### config.mk
export PLATFORM = sky130hd
export DESIGN_NAME = acd_top
export DESIGN_NICKNAME = d
export VERILOG_FILES = /design/src/acd_pkg.sv /design/src/acd_tick_if.sv /design/src/acd_tick_gen.sv /design/src/acd_top.sv
export SDC_FILE = /design/constraint.sdc
export NUM_CORES = 1
export LEC_CHECK = 0
export BUFFER_PORTS_ARGS = -buffer_cell sky130_fd_sc_hd__buf_2
export CAP_MARGIN = 20
export CELL_PAD_IN_SITES_DETAIL_PLACEMENT = 2
export CELL_PAD_IN_SITES_GLOBAL_PLACEMENT = 2
export CORE_MARGIN = 2
export CORE_UTILIZATION = 40
export CTS_CLUSTER_DIAMETER = 100
export DETAILED_ROUTE_END_ITERATION = 7
export GPL_ROUTABILITY_DRIVEN = 0
export PLACE_DENSITY_LB_ADDON = 0.1
export SYNTH_ARGS = -nofsm -noshare
export SYNTH_HDL_FRONTEND = slang
export SYNTH_SLANG_ARGS = --single-unit
export TNS_END_PERCENT = 10
### constraint.sdc
create_clock -name pclk -period 4.04 [get_ports pclk]
set_input_delay 0.606 -clock pclk [delete_from_list [all_inputs] [get_ports pclk]]
set_output_delay 0.606 -clock pclk [all_outputs]
set_load 0.03 [all_outputs]
### src/acd_pkg.sv
// Functional notes
// Aux clock output comes from system clock, gated by enable bit 3, reset off.
// Divider code 0..8 gives /1,/2,/3,/4,/5.5,/6,/8,/12,/16; 9..15 reserved.
// Aux clock reaches the pin only when the pin selection also picks it.
// Timeout tick is derived from the 256 kHz clock for debounce and volume timeouts.
// Timeout tick runs only while its enable bit 0 is set; resets to off.
// Half select bit 12: 1 doubles tick frequency, 0 passes it.
// Quad select bit 13: 1 multiplies tick frequency by four.
// Div16 select bit 14: 1 divides tick frequency by sixteen.
// Tick frequency spans 1000 Hz down to 7.8125 Hz.
// Software never runs record and playback at doubled rate together.
// Doubled playback: software programs rate select to half the wanted rate.
// Doubled playback: software clears record enables and playback high oversampling.
// Software keeps the equaliser disabled at doubled rates.
// Doubled rate: rate 101, ratio 0001, bit clock divider 00010, frame 040h.
// Doubled recording: software clears playback enables, programs half rate.
// Doubled recording: software clears record oversampling, test and bias bits.
// Doubled rates: system clock comes from the master clock input.
// System clock, hence aux clock, toggles only while system clock enable set.
// Rate select code 101 means 44.1/48 kHz base, 88.2/96 kHz doubled.
// 256 kHz clock prescaled by 2048 to a 125 Hz base tick.
package acd_pkg;
  localparam int unsigned ADDR_W = 10;
  // Register indices; byte address is four times the index
  localparam logic [7:0] IDX_RATE_0    = 8'h14;
  localparam logic [7:0] IDX_RATE_1    = 8'h15;
  localparam logic [7:0] IDX_RATE_2    = 8'h16;
  localparam logic [7:0] IDX_PORT_2    = 8'h1a;
  localparam logic [7:0] IDX_STATUS    = 8'h1f;
  // Field positions
  localparam int unsigned TICK_EN_BIT  = 0;
  localparam int unsigned SYS_EN_BIT   = 2;
  localparam int unsigned AUX_EN_BIT   = 3;
  localparam int unsigned HALF_BIT     = 12;
  localparam int unsigned QUAD_BIT     = 13;
  localparam int unsigned DIV16_BIT    = 14;
  localparam int unsigned AUX_DIV_LSB  = 8;
  localparam logic [2:0] FS_BASE_48K   = 3'h5;
  localparam logic [3:0] AUX_DIV_MAX   = 4'h8;
  // Reset values
  localparam logic [15:0] RATE_0_RST   = 16'h0000;
  localparam logic [15:0] RATE_1_RST   = 16'h0c05;
  localparam logic [15:0] RATE_2_RST   = 16'h0000;
  localparam logic [15:0] PORT_2_RST   = 16'h0000;
  // Timeout tick timing, counted in 256 kHz pulses
  localparam int unsigned OSC_HZ       = 256000;
  localparam int unsigned BASE_TICK_HZ = 125;
  localparam logic [15:0] TICK_BASE_DIV = 16'(OSC_HZ / BASE_TICK_HZ);

  typedef struct packed {
    logic [15:0] rate0;
    logic [15:0] rate1;
    logic [15:0] rate2;
    logic [15:0] port2;
    logic [31:0] rdata;
    logic        ready;
    logic        err;
    logic        sys_prev;
    logic [4:0]  half_cnt;
    logic        aux_lvl;
    logic        pin;
  } acd_state_type;

  typedef struct packed {
    logic [15:0] cnt;
    logic        tick;
  } acd_tick_state_type;
endpackage

### src/acd_tick_if.sv
`timescale 1ns/1ps
interface acd_tick_if;
  logic en;
  logic half;
  logic quad;
  logic div16;
  logic osc_pulse;
  logic tick;
  modport ctl (output en, half, quad, div16, osc_pulse, input tick);
  modport gen (input en, half, quad, div16, osc_pulse, output tick);
endinterface

### src/acd_tick_gen.sv
`timescale 1ns/1ps
module acd_tick_gen
  import acd_pkg::*;
(
  input  wire logic pclk,    // Clock
  input  wire logic presetn, // Async reset
  acd_tick_if.gen   tif      // Tick controls
);
  acd_tick_state_type s_q;
  acd_tick_state_type s_d;
  logic [15:0]        period;

  function automatic logic [15:0] tick_period(input logic half, input logic quad, input logic div16);
    logic [15:0] p;
    p = TICK_BASE_DIV;
    if (half) begin
      p = p >> 1;
    end
    if (quad) begin
      p = p >> 2;
    end
    if (div16) begin
      p = p << 4;
    end
    return p;
  endfunction

  assign period   = tick_period(tif.half, tif.quad, tif.div16);
  assign tif.tick = s_q.tick;

  always_comb begin
    s_d      = s_q;
    s_d.tick = 1'b0;
    if (!tif.en) begin
      s_d.cnt = 16'h0000;
    end else if (tif.osc_pulse) begin
      // Selector change mid-count: restart rather than run past the new end
      if (s_q.cnt >= period - 16'h0001) begin
        s_d.cnt  = 16'h0000;
        s_d.tick = 1'b1;
      end else begin
        s_d.cnt = s_q.cnt + 16'h0001;
      end
    end
  end

  always_ff @(posedge pclk or negedge presetn) begin
    if (!presetn) begin
      s_q <= '0;
    end else begin
      s_q <= s_d;
    end
  end
endmodule

### src/acd_top.sv
`timescale 1ns/1ps
module acd_top
  import acd_pkg::*;
(
  input  wire logic              pclk,          // APB clock, 200 MHz
  input  wire logic              presetn,       // Async reset
  input  wire logic              psel,          // APB select
  input  wire logic              penable,       // APB enable
  input  wire logic              pwrite,        // APB direction
  input  wire logic [ADDR_W-1:0] paddr,         // APB byte address
  input  wire logic [31:0]       pwdata,        // APB write data
  output logic      [31:0]       prdata,        // APB read data
  output logic                   pready,        // APB ready
  output logic                   pslverr,       // APB error
  input  wire logic              system_clock_in,     // System clock waveform
  input  wire logic              osc256k_pulse, // One pulse per 256 kHz period
  input  wire logic              gpio_aux_sel,  // Pin set to carry aux clock
  output logic                   aux_clock_out, // Aux clock toward the pin
  output logic                   timeout_tick   // Timeout tick pulse
);
  acd_state_type s_q;
  acd_state_type s_d;
  acd_tick_if    tif ();

  logic          xfer;
  logic          sys_edge;
  logic          aux_run;
  logic [3:0]    div_code;
  logic [4:0]    half_lim;
  logic [15:0]   status;

  // ************************************************************
  // Helpers
  // ************************************************************
  function automatic logic [ADDR_W-1:0] byte_addr(input logic [7:0] idx);
    return {idx, 2'b00};
  endfunction

  // Half periods of system clock per aux level; zero marks reserved
  function automatic logic [4:0] div_half(input logic [3:0] code, input logic lvl);
    case (code)
      4'h0:    div_half = 5'h01;
      4'h1:    div_half = 5'h02;
      4'h2:    div_half = 5'h03;
      4'h3:    div_half = 5'h04;
      4'h4:    div_half = lvl ? 5'h05 : 5'h06; // 11 halves per period
      4'h5:    div_half = 5'h06;
      4'h6:    div_half = 5'h08;
      4'h7:    div_half = 5'h0c;
      4'h8:    div_half = 5'h10;
      default: div_half = 5'h00;
    endcase
  endfunction

  // ************************************************************
  // Combinational view
  // ************************************************************
  assign xfer     = psel && penable && s_q.ready;
  assign sys_edge = system_clock_in != s_q.sys_prev;
  assign div_code = s_q.port2[AUX_DIV_LSB +: 4];
  assign half_lim = div_half(div_code, s_q.aux_lvl);
  assign aux_run  = s_q.rate2[SYS_EN_BIT] && s_q.rate2[AUX_EN_BIT]
                    && (half_lim != 5'h00);
  assign status   = {11'h000,
                     s_q.rate1[2:0] == FS_BASE_48K,
                     tif.tick,
                     div_code > AUX_DIV_MAX,
                     aux_run,
                     s_q.aux_lvl};

  // ************************************************************
  // Tick generator
  // ************************************************************
  assign tif.en        = s_q.rate2[TICK_EN_BIT];
  assign tif.half      = s_q.rate2[HALF_BIT];
  assign tif.quad      = s_q.rate0[QUAD_BIT];
  assign tif.div16     = s_q.rate0[DIV16_BIT];
  assign tif.osc_pulse = osc256k_pulse;

  acd_tick_gen u_tick (
    .pclk    (pclk),
    .presetn (presetn),
    .tif     (tif)
  );

  // ************************************************************
  // Next state
  // ************************************************************
  always_comb begin
    s_d          = s_q;
    s_d.sys_prev = system_clock_in;
    // One wait state so read data and ready both leave flops
    s_d.ready    = psel && penable && !s_q.ready;
    if (psel && penable && !s_q.ready) begin
      s_d.rdata = 32'h0000_0000;
      s_d.err   = 1'b0;
      if (paddr == byte_addr(IDX_RATE_0)) begin
        s_d.rdata = {16'h0000, s_q.rate0};
      end else if (paddr == byte_addr(IDX_RATE_1)) begin
        s_d.rdata = {16'h0000, s_q.rate1};
      end else if (paddr == byte_addr(IDX_RATE_2)) begin
        s_d.rdata = {16'h0000, s_q.rate2};
      end else if (paddr == byte_addr(IDX_PORT_2)) begin
        s_d.rdata = {16'h0000, s_q.port2};
      end else if (paddr == byte_addr(IDX_STATUS)) begin
        s_d.rdata = {16'h0000, status};
      end else begin
        s_d.err = 1'b1;
      end
    end
    if (xfer && pwrite) begin
      if (paddr == byte_addr(IDX_RATE_0)) begin
        s_d.rate0 = pwdata[15:0];
      end else if (paddr == byte_addr(IDX_RATE_1)) begin
        s_d.rate1 = pwdata[15:0];
      end else if (paddr == byte_addr(IDX_RATE_2)) begin
        s_d.rate2 = pwdata[15:0];
      end else if (paddr == byte_addr(IDX_PORT_2)) begin
        s_d.port2 = pwdata[15:0];
      end
    end
    // Aux divider counts system clock half periods
    if (!aux_run) begin
      s_d.aux_lvl  = 1'b0;
      s_d.half_cnt = 5'h00;
    end else if (sys_edge) begin
      if (s_q.half_cnt + 5'h01 >= half_lim) begin
        s_d.aux_lvl  = !s_q.aux_lvl;
        s_d.half_cnt = 5'h00;
      end else begin
        s_d.half_cnt = s_q.half_cnt + 5'h01;
      end
    end
    s_d.pin = s_d.aux_lvl && gpio_aux_sel;
  end

  always_ff @(posedge pclk or negedge presetn) begin
    if (!presetn) begin
      s_q          <= '0;
      s_q.rate0    <= RATE_0_RST;
      s_q.rate1    <= RATE_1_RST;
      s_q.rate2    <= RATE_2_RST;
      s_q.port2    <= PORT_2_RST;
    end else begin
      s_q <= s_d;
    end
  end

  assign prdata        = s_q.rdata;
  assign pready        = s_q.ready;
  assign pslverr       = s_q.err;
  assign aux_clock_out = s_q.pin;
  assign timeout_tick  = tif.tick;
endmodule

Yosys cells after proc, flatten, opt, wreduce, memory -nomap -nowiden
Index checks and enable logic that the tools add are counted.
Storage, ports and cells
  register bits after elaboration: 123
  logic and storage cells: 78
  output and inout bits: 36
  bits of input ports: 50
Operators by class
  multiplexer cells: 24
  add/sub/neg operators: 3
  equal/unequal tests: 17
  $lt $le $gt $ge: 3
  reduce and logical (&&, ||, !) cells: 15
  bitwise operators: 3
Operator list (number)
  two-way mux 16 bit: 8
  == test 10 x 7 -> 1 bit (second input constant): 5
  case mux 5 bit (9 select lines): 1
  two-way mux 17 bit: 1
  adder 16 x 1 -> 16 bit (second input constant): 1
  == test 4 x 3 -> 1 bit (second input constant): 4
  >= comparator 16 bit: 1
  subtractor 16 x 1 -> 16 bit (second input constant): 1
  two-way mux 12 bit: 1
  two-way mux 6 bit: 2
  two-way mux 5 bit: 2
  == test 4 x 2 -> 1 bit (second input constant): 2
  two-way mux 1 bit: 8
  logical AND 1 bit: 7
  adder 5 x 1 -> 5 bit (second input constant): 1
  >= comparator 5 bit: 1
  AND reduction 5 bit: 1
  nonzero test 5 bit: 1
  == test 4 x 1 -> 1 bit (second input constant): 1
  == test 4 bit (second input constant): 1
  > comparator 4 bit (second input constant): 1
  zero test 4 bit: 1
  inequality test 2 bit (second input constant): 2
  AND reduction 4 bit: 1
  other kinds (7): 10

Logic depth before layout (Yosys ltp)
  depth after elaboration: 9
  mapped depth: 14
  gate-level depth less buffers: 13

Hierarchy
From an unflattened synthesis, not the netlist that was laid out.
Unflattened totals
  cell total of the unflattened synthesis: 558
  area total of the unflattened synthesis: 5899.4 sq um
Modules (own cells, without submodules)
  acd_top: area each 4599.4 sq um, seq. area each 2257.2 sq um, cells an instance 398, times used 1
  acd_tick_gen: area each 1300.0 sq um, seq. area each 425.4 sq um, cells an instance 160, times used 1

Worst setup path after synthesis
No wires, ideal clock.
  kind: register to register
  start: register s_q[103] (netlist name)
  end: register u_tick.s_q[8] (netlist name)
  setup time: 82 ps
  data required time: 3958 ps
  buffers on the path: 1
  slack: 1307 ps
  period minus slack after synthesis: 2733 ps
  stages on the path, launching flop included: 15
  arrival time: 2651 ps
  cells stage by stage: dfrtp_1 > nor2b_1 > nand2_1 > ha_1 > inv_1 > nand3_1 > o21ai_0 > a32oi_1 > ha_1 > nand4_1 > nor4_1 > o31ai_2 > o21ai_0 > buf_2 > o22ai_1
On the way
  cells in the longest elaborated chain, start to end: 7
Ends and longest elaborated chain
  from (decl): line acd_top.sv:21  | acd_state_type s_q;
  two-way mux 16 bit: line acd_tick_gen.sv:19  | if (quad) begin
  two-way mux 16 bit: line acd_tick_gen.sv:22  | if (div16) begin
  subtractor 16 x 1 -> 16 bit: line acd_tick_gen.sv:38  | if (s_q.cnt >= period - 16'h0001) begin
  >= comparator 16 bit: line acd_tick_gen.sv:38
  two-way mux 16 bit: line acd_tick_gen.sv:38
  two-way mux 17 bit: line acd_tick_gen.sv:36  | end else if (tif.osc_pulse) begin
  two-way mux 16 bit: line acd_tick_gen.sv:34  | if (!tif.en) begin
  to (signal assigned): line acd_tick_gen.sv:49  | s_q <= '0;
  to (signal assigned): line acd_tick_gen.sv:51  | s_q <= s_d;
  to (decl): line acd_tick_gen.sv:9  | acd_tick_state_type s_q;
Every way passes these cells. The select of a mux whose other input is x is not followed.
A chain may end at the register's enable or synchronous reset.

Final worst setup path
  start: register s_q[103] (netlist name)
  end: register u_tick.s_q[9] (netlist name)
The elaborated chain is that of the path after synthesis.

==> results.md <==
- Final nets: 612
- H-Tree Depth: 3
- Highest clock rate: 0.327 GHz
- First-pass GRT wire length: 23900 um
- CP max FO: 11
- Largest net degree at the start of global routing: 108
- Final hold vios: 0
- 1st-iter DRT viols: 175
- Met1 usage: 26.8%
- Area after DPL: 0.00593 mm^2
- Area delta synth->final: 10.4%
- Via/cell ratio: 5.60
- Setup bufs post-CTS: 0
- Setup-failing EPs final: 0
- Max-cap viol count: 0
- DRT Pass-1 Iters: 4
- Ys flop type: dfrtp_1
- Drt wl/cell: 19.8 um
- Post-Syn Instances: 511
- ANT cells: 0
- Status: completed
- Reg clk slew, reported paths: 70 ps
- Critical Path Sink Type: register
- Core Area: 0.0138 mm^2
- Num CTS Buffers: 9
- Pins over their slew limit: 0
- PortBufs: 53
- Dpl ws: 955 ps
- Startpoint class of the critical path: register
- Vias in the first global route: 4423
- Most used cell, CP: o21ai_0
- Clock period minus worst slack: 3060 ps
- Die ar.: 0.0150 mm^2
- Remaining Overflow, GRT: 0
- Fraction of layout cells with a size suffix above 1: 27.6%
- Count of cell types in the netlist: 55
- Actual slew at the worst max-slew pin: 903 ps
- CTS Hold Buffers Added: 0
- Site row count: 43
- Clock Tree Buf Depth: 2
- Clock latency on the worst-skew pair: 350 ps
- # DRC: 0
- Setup WS post-layout: 983 ps
- Final setup TNS: 0 ps
- Critical path cell sequence: nor2b_1, nand2_1, ha_1, inv_1, nand3_1, o21ai_0, a32oi_1, ha_1, nand4_1, nor4_1, o31ai_2, buf_4, o21ai_0, buf_4, o21ai_0
- Post-cts gate resize count: 0
- Commonest non-fill, non-tap cell in the layout: dfrtp_1
- Overall routing resource usage: 20.6%
- DR vias: 4090
- RR Startpoint: s_q[103]$_DFFE_PN0P_
- Period utilisation layout: 75.7%
- Total Power: 0.00205 W
- # clock sinks: 107
- Met3 usage: 2.88%
- Register area share after synthesis: 47.7%
- P_leak: 2.95 nW
- Async SR Flop Fraction: 100%
- Hold Path Class: in2async
- Gr busiest metal: met2
- Root Driver: clkbuf_16
- Yosys Warn Count: 0
- Worst setup path start: s_q[103]$_DFFE_PN0P_
- DIE HEIGHT: 123 um
- Critical path type: reg2reg
- Number of flops mapped to enable cells by yosys: 0
- Finished layout cell area: 0.00621 mm^2
- Post-Syn Area per Cell: 11.0 um^2
- Peak supply drop: 175 uV
- Chip width: 123 um
- Post-Route WL: 14500 um
- Initial Util: 40.7%
- Initial antenna violation count: 0
- Crit path DAT: 3290 ps
- Buf/Inv on CP: 3
- Antenna viol nets, final: 0
- Syn Std Cell Area: 0.00562 mm^2
- Most frequent cells in the layout: 103 x dfrtp_1, 61 x mux2_2, 52 x buf_2
- CTS tree: done
- Final Skew: 5.45 ps
- CP max stage delay: 470 ps
- Num ports: 86
- Routing usage on met2: 35.8%
- Final HPWL DP: 10100 um
- CP delay by family, top: simple AND/OR/NAND/NOR gates
- PwrDens: 331 mW/mm^2
- Worst path slowest cell: dfrtp_1
- Critical Path RT: 4270 ps
- RSZ-0062 raised after global routing: false
- #FFs+latches synth: 107
- Slew Limit Headroom: 39.8%
## state kept, by name (all words and copies together), names as in the netlist
register,count
prdata,16
pslverr,1
aux_clock_out,1
div_code,4
u_tick.tif.tick,1
s_q,67
u_tick.s_q,16
pready,1
## path summary, 6_finish.rpt
path | endpoint | slack, ps | cells past startpoint
hold / removal | prdata[3]$_DFFE_PN0P_ | 290 | 2
setup reg to reg | u_tick.s_q[9]$_DFFE_PN0P_ | 980 | 15
max in group asynchronous | s_q[6]$_DFFE_PN0P_ | 3230 | 2
hold reg to reg | prdata[6]$_DFFE_PN0P_ | 480 | 2
min in group pclk | s_q[7]$_DFF_PN0_ | 420 | 1
setup / recovery | u_tick.s_q[9]$_DFFE_PN0P_ | 980 | 15
## layout make-up
| type | instances | area (um^2) |
|---|---|---|
| inverters | 9 | 33.8 |
| multi-input cells | 355 | 2620 |
| fillers | 1440 | 7620 |
| flip-flops and latches | 107 | 2680 |
| clock buffers | 12 | 256 |
| well taps | 180 | 225 |
| repair buffers | 64 | 363 |
| clock inverters | 4 | 25.0 |
## through the flow
stage | utilization [%] | cells | hold WS (ps)
2_1_floorplan | - | 526 | 310
3_3_place_gp | 42.9 | 715 | 457
3_5_place_dp | 42.9 | 715 | 470
4_1_cts | 44.9 | 731 | 370
5_1_grt | 44.9 | 731 | 378
6_report | 44.9 | 731 | 287
## synthesized netlist by cell type (all sizes together) (4+ instances only)
cell	number	area share, %
ha	16	3.6
a21oi	8	0.71
xor2	7	1.1
dfstp	4	1.9
nor2b	7	0.78
a221oi	12	1.9
mux2	63	13
dfrtp	103	46
inv	9	0.60
o31ai	8	1.2
nand4	12	1.3
nor3	6	0.93
nand3	15	1.4
o21ai	29	2.6
mux2i	16	2.8
buf	42	5.2
xnor2	9	1.4
nand2b	6	0.67
o2111ai	4	0.62
clkbuf	13	0.87
nand2	43	2.9
nor2	33	2.2
## power breakdown
| part | switching (W) | total (W) | internal, W |
|---|---|---|---|
| registers | 0.00000207 | 0.00108 | 0.00107 |
| logic | 0.0000919 | 0.000121 | 0.0000287 |
| clock network | 0.000406 | 0.000857 | 0.000451 |
## routing by layer
metal  vias to the layer above  wire (um)
met5                         -          0
met1                      2127       6530
met3                        15        400
met2                        75       7350
li1                       1873          -
met4                         0        205
## kinds of logic after synthesis
family,after synthesis,share of synthesized area (%)
AND/OR/NAND/NOR,140,13.3
AO/OA/AOI/OAI,87,10.7
buffers and inverters,64,6.68
flip-flops,107,47.7
XOR/XNOR,16,2.49
adder cells (fa/ha/maj),16,3.56
multiplexers,79,15.5
other,2,0.134
(Power assumes the default switching activity.)
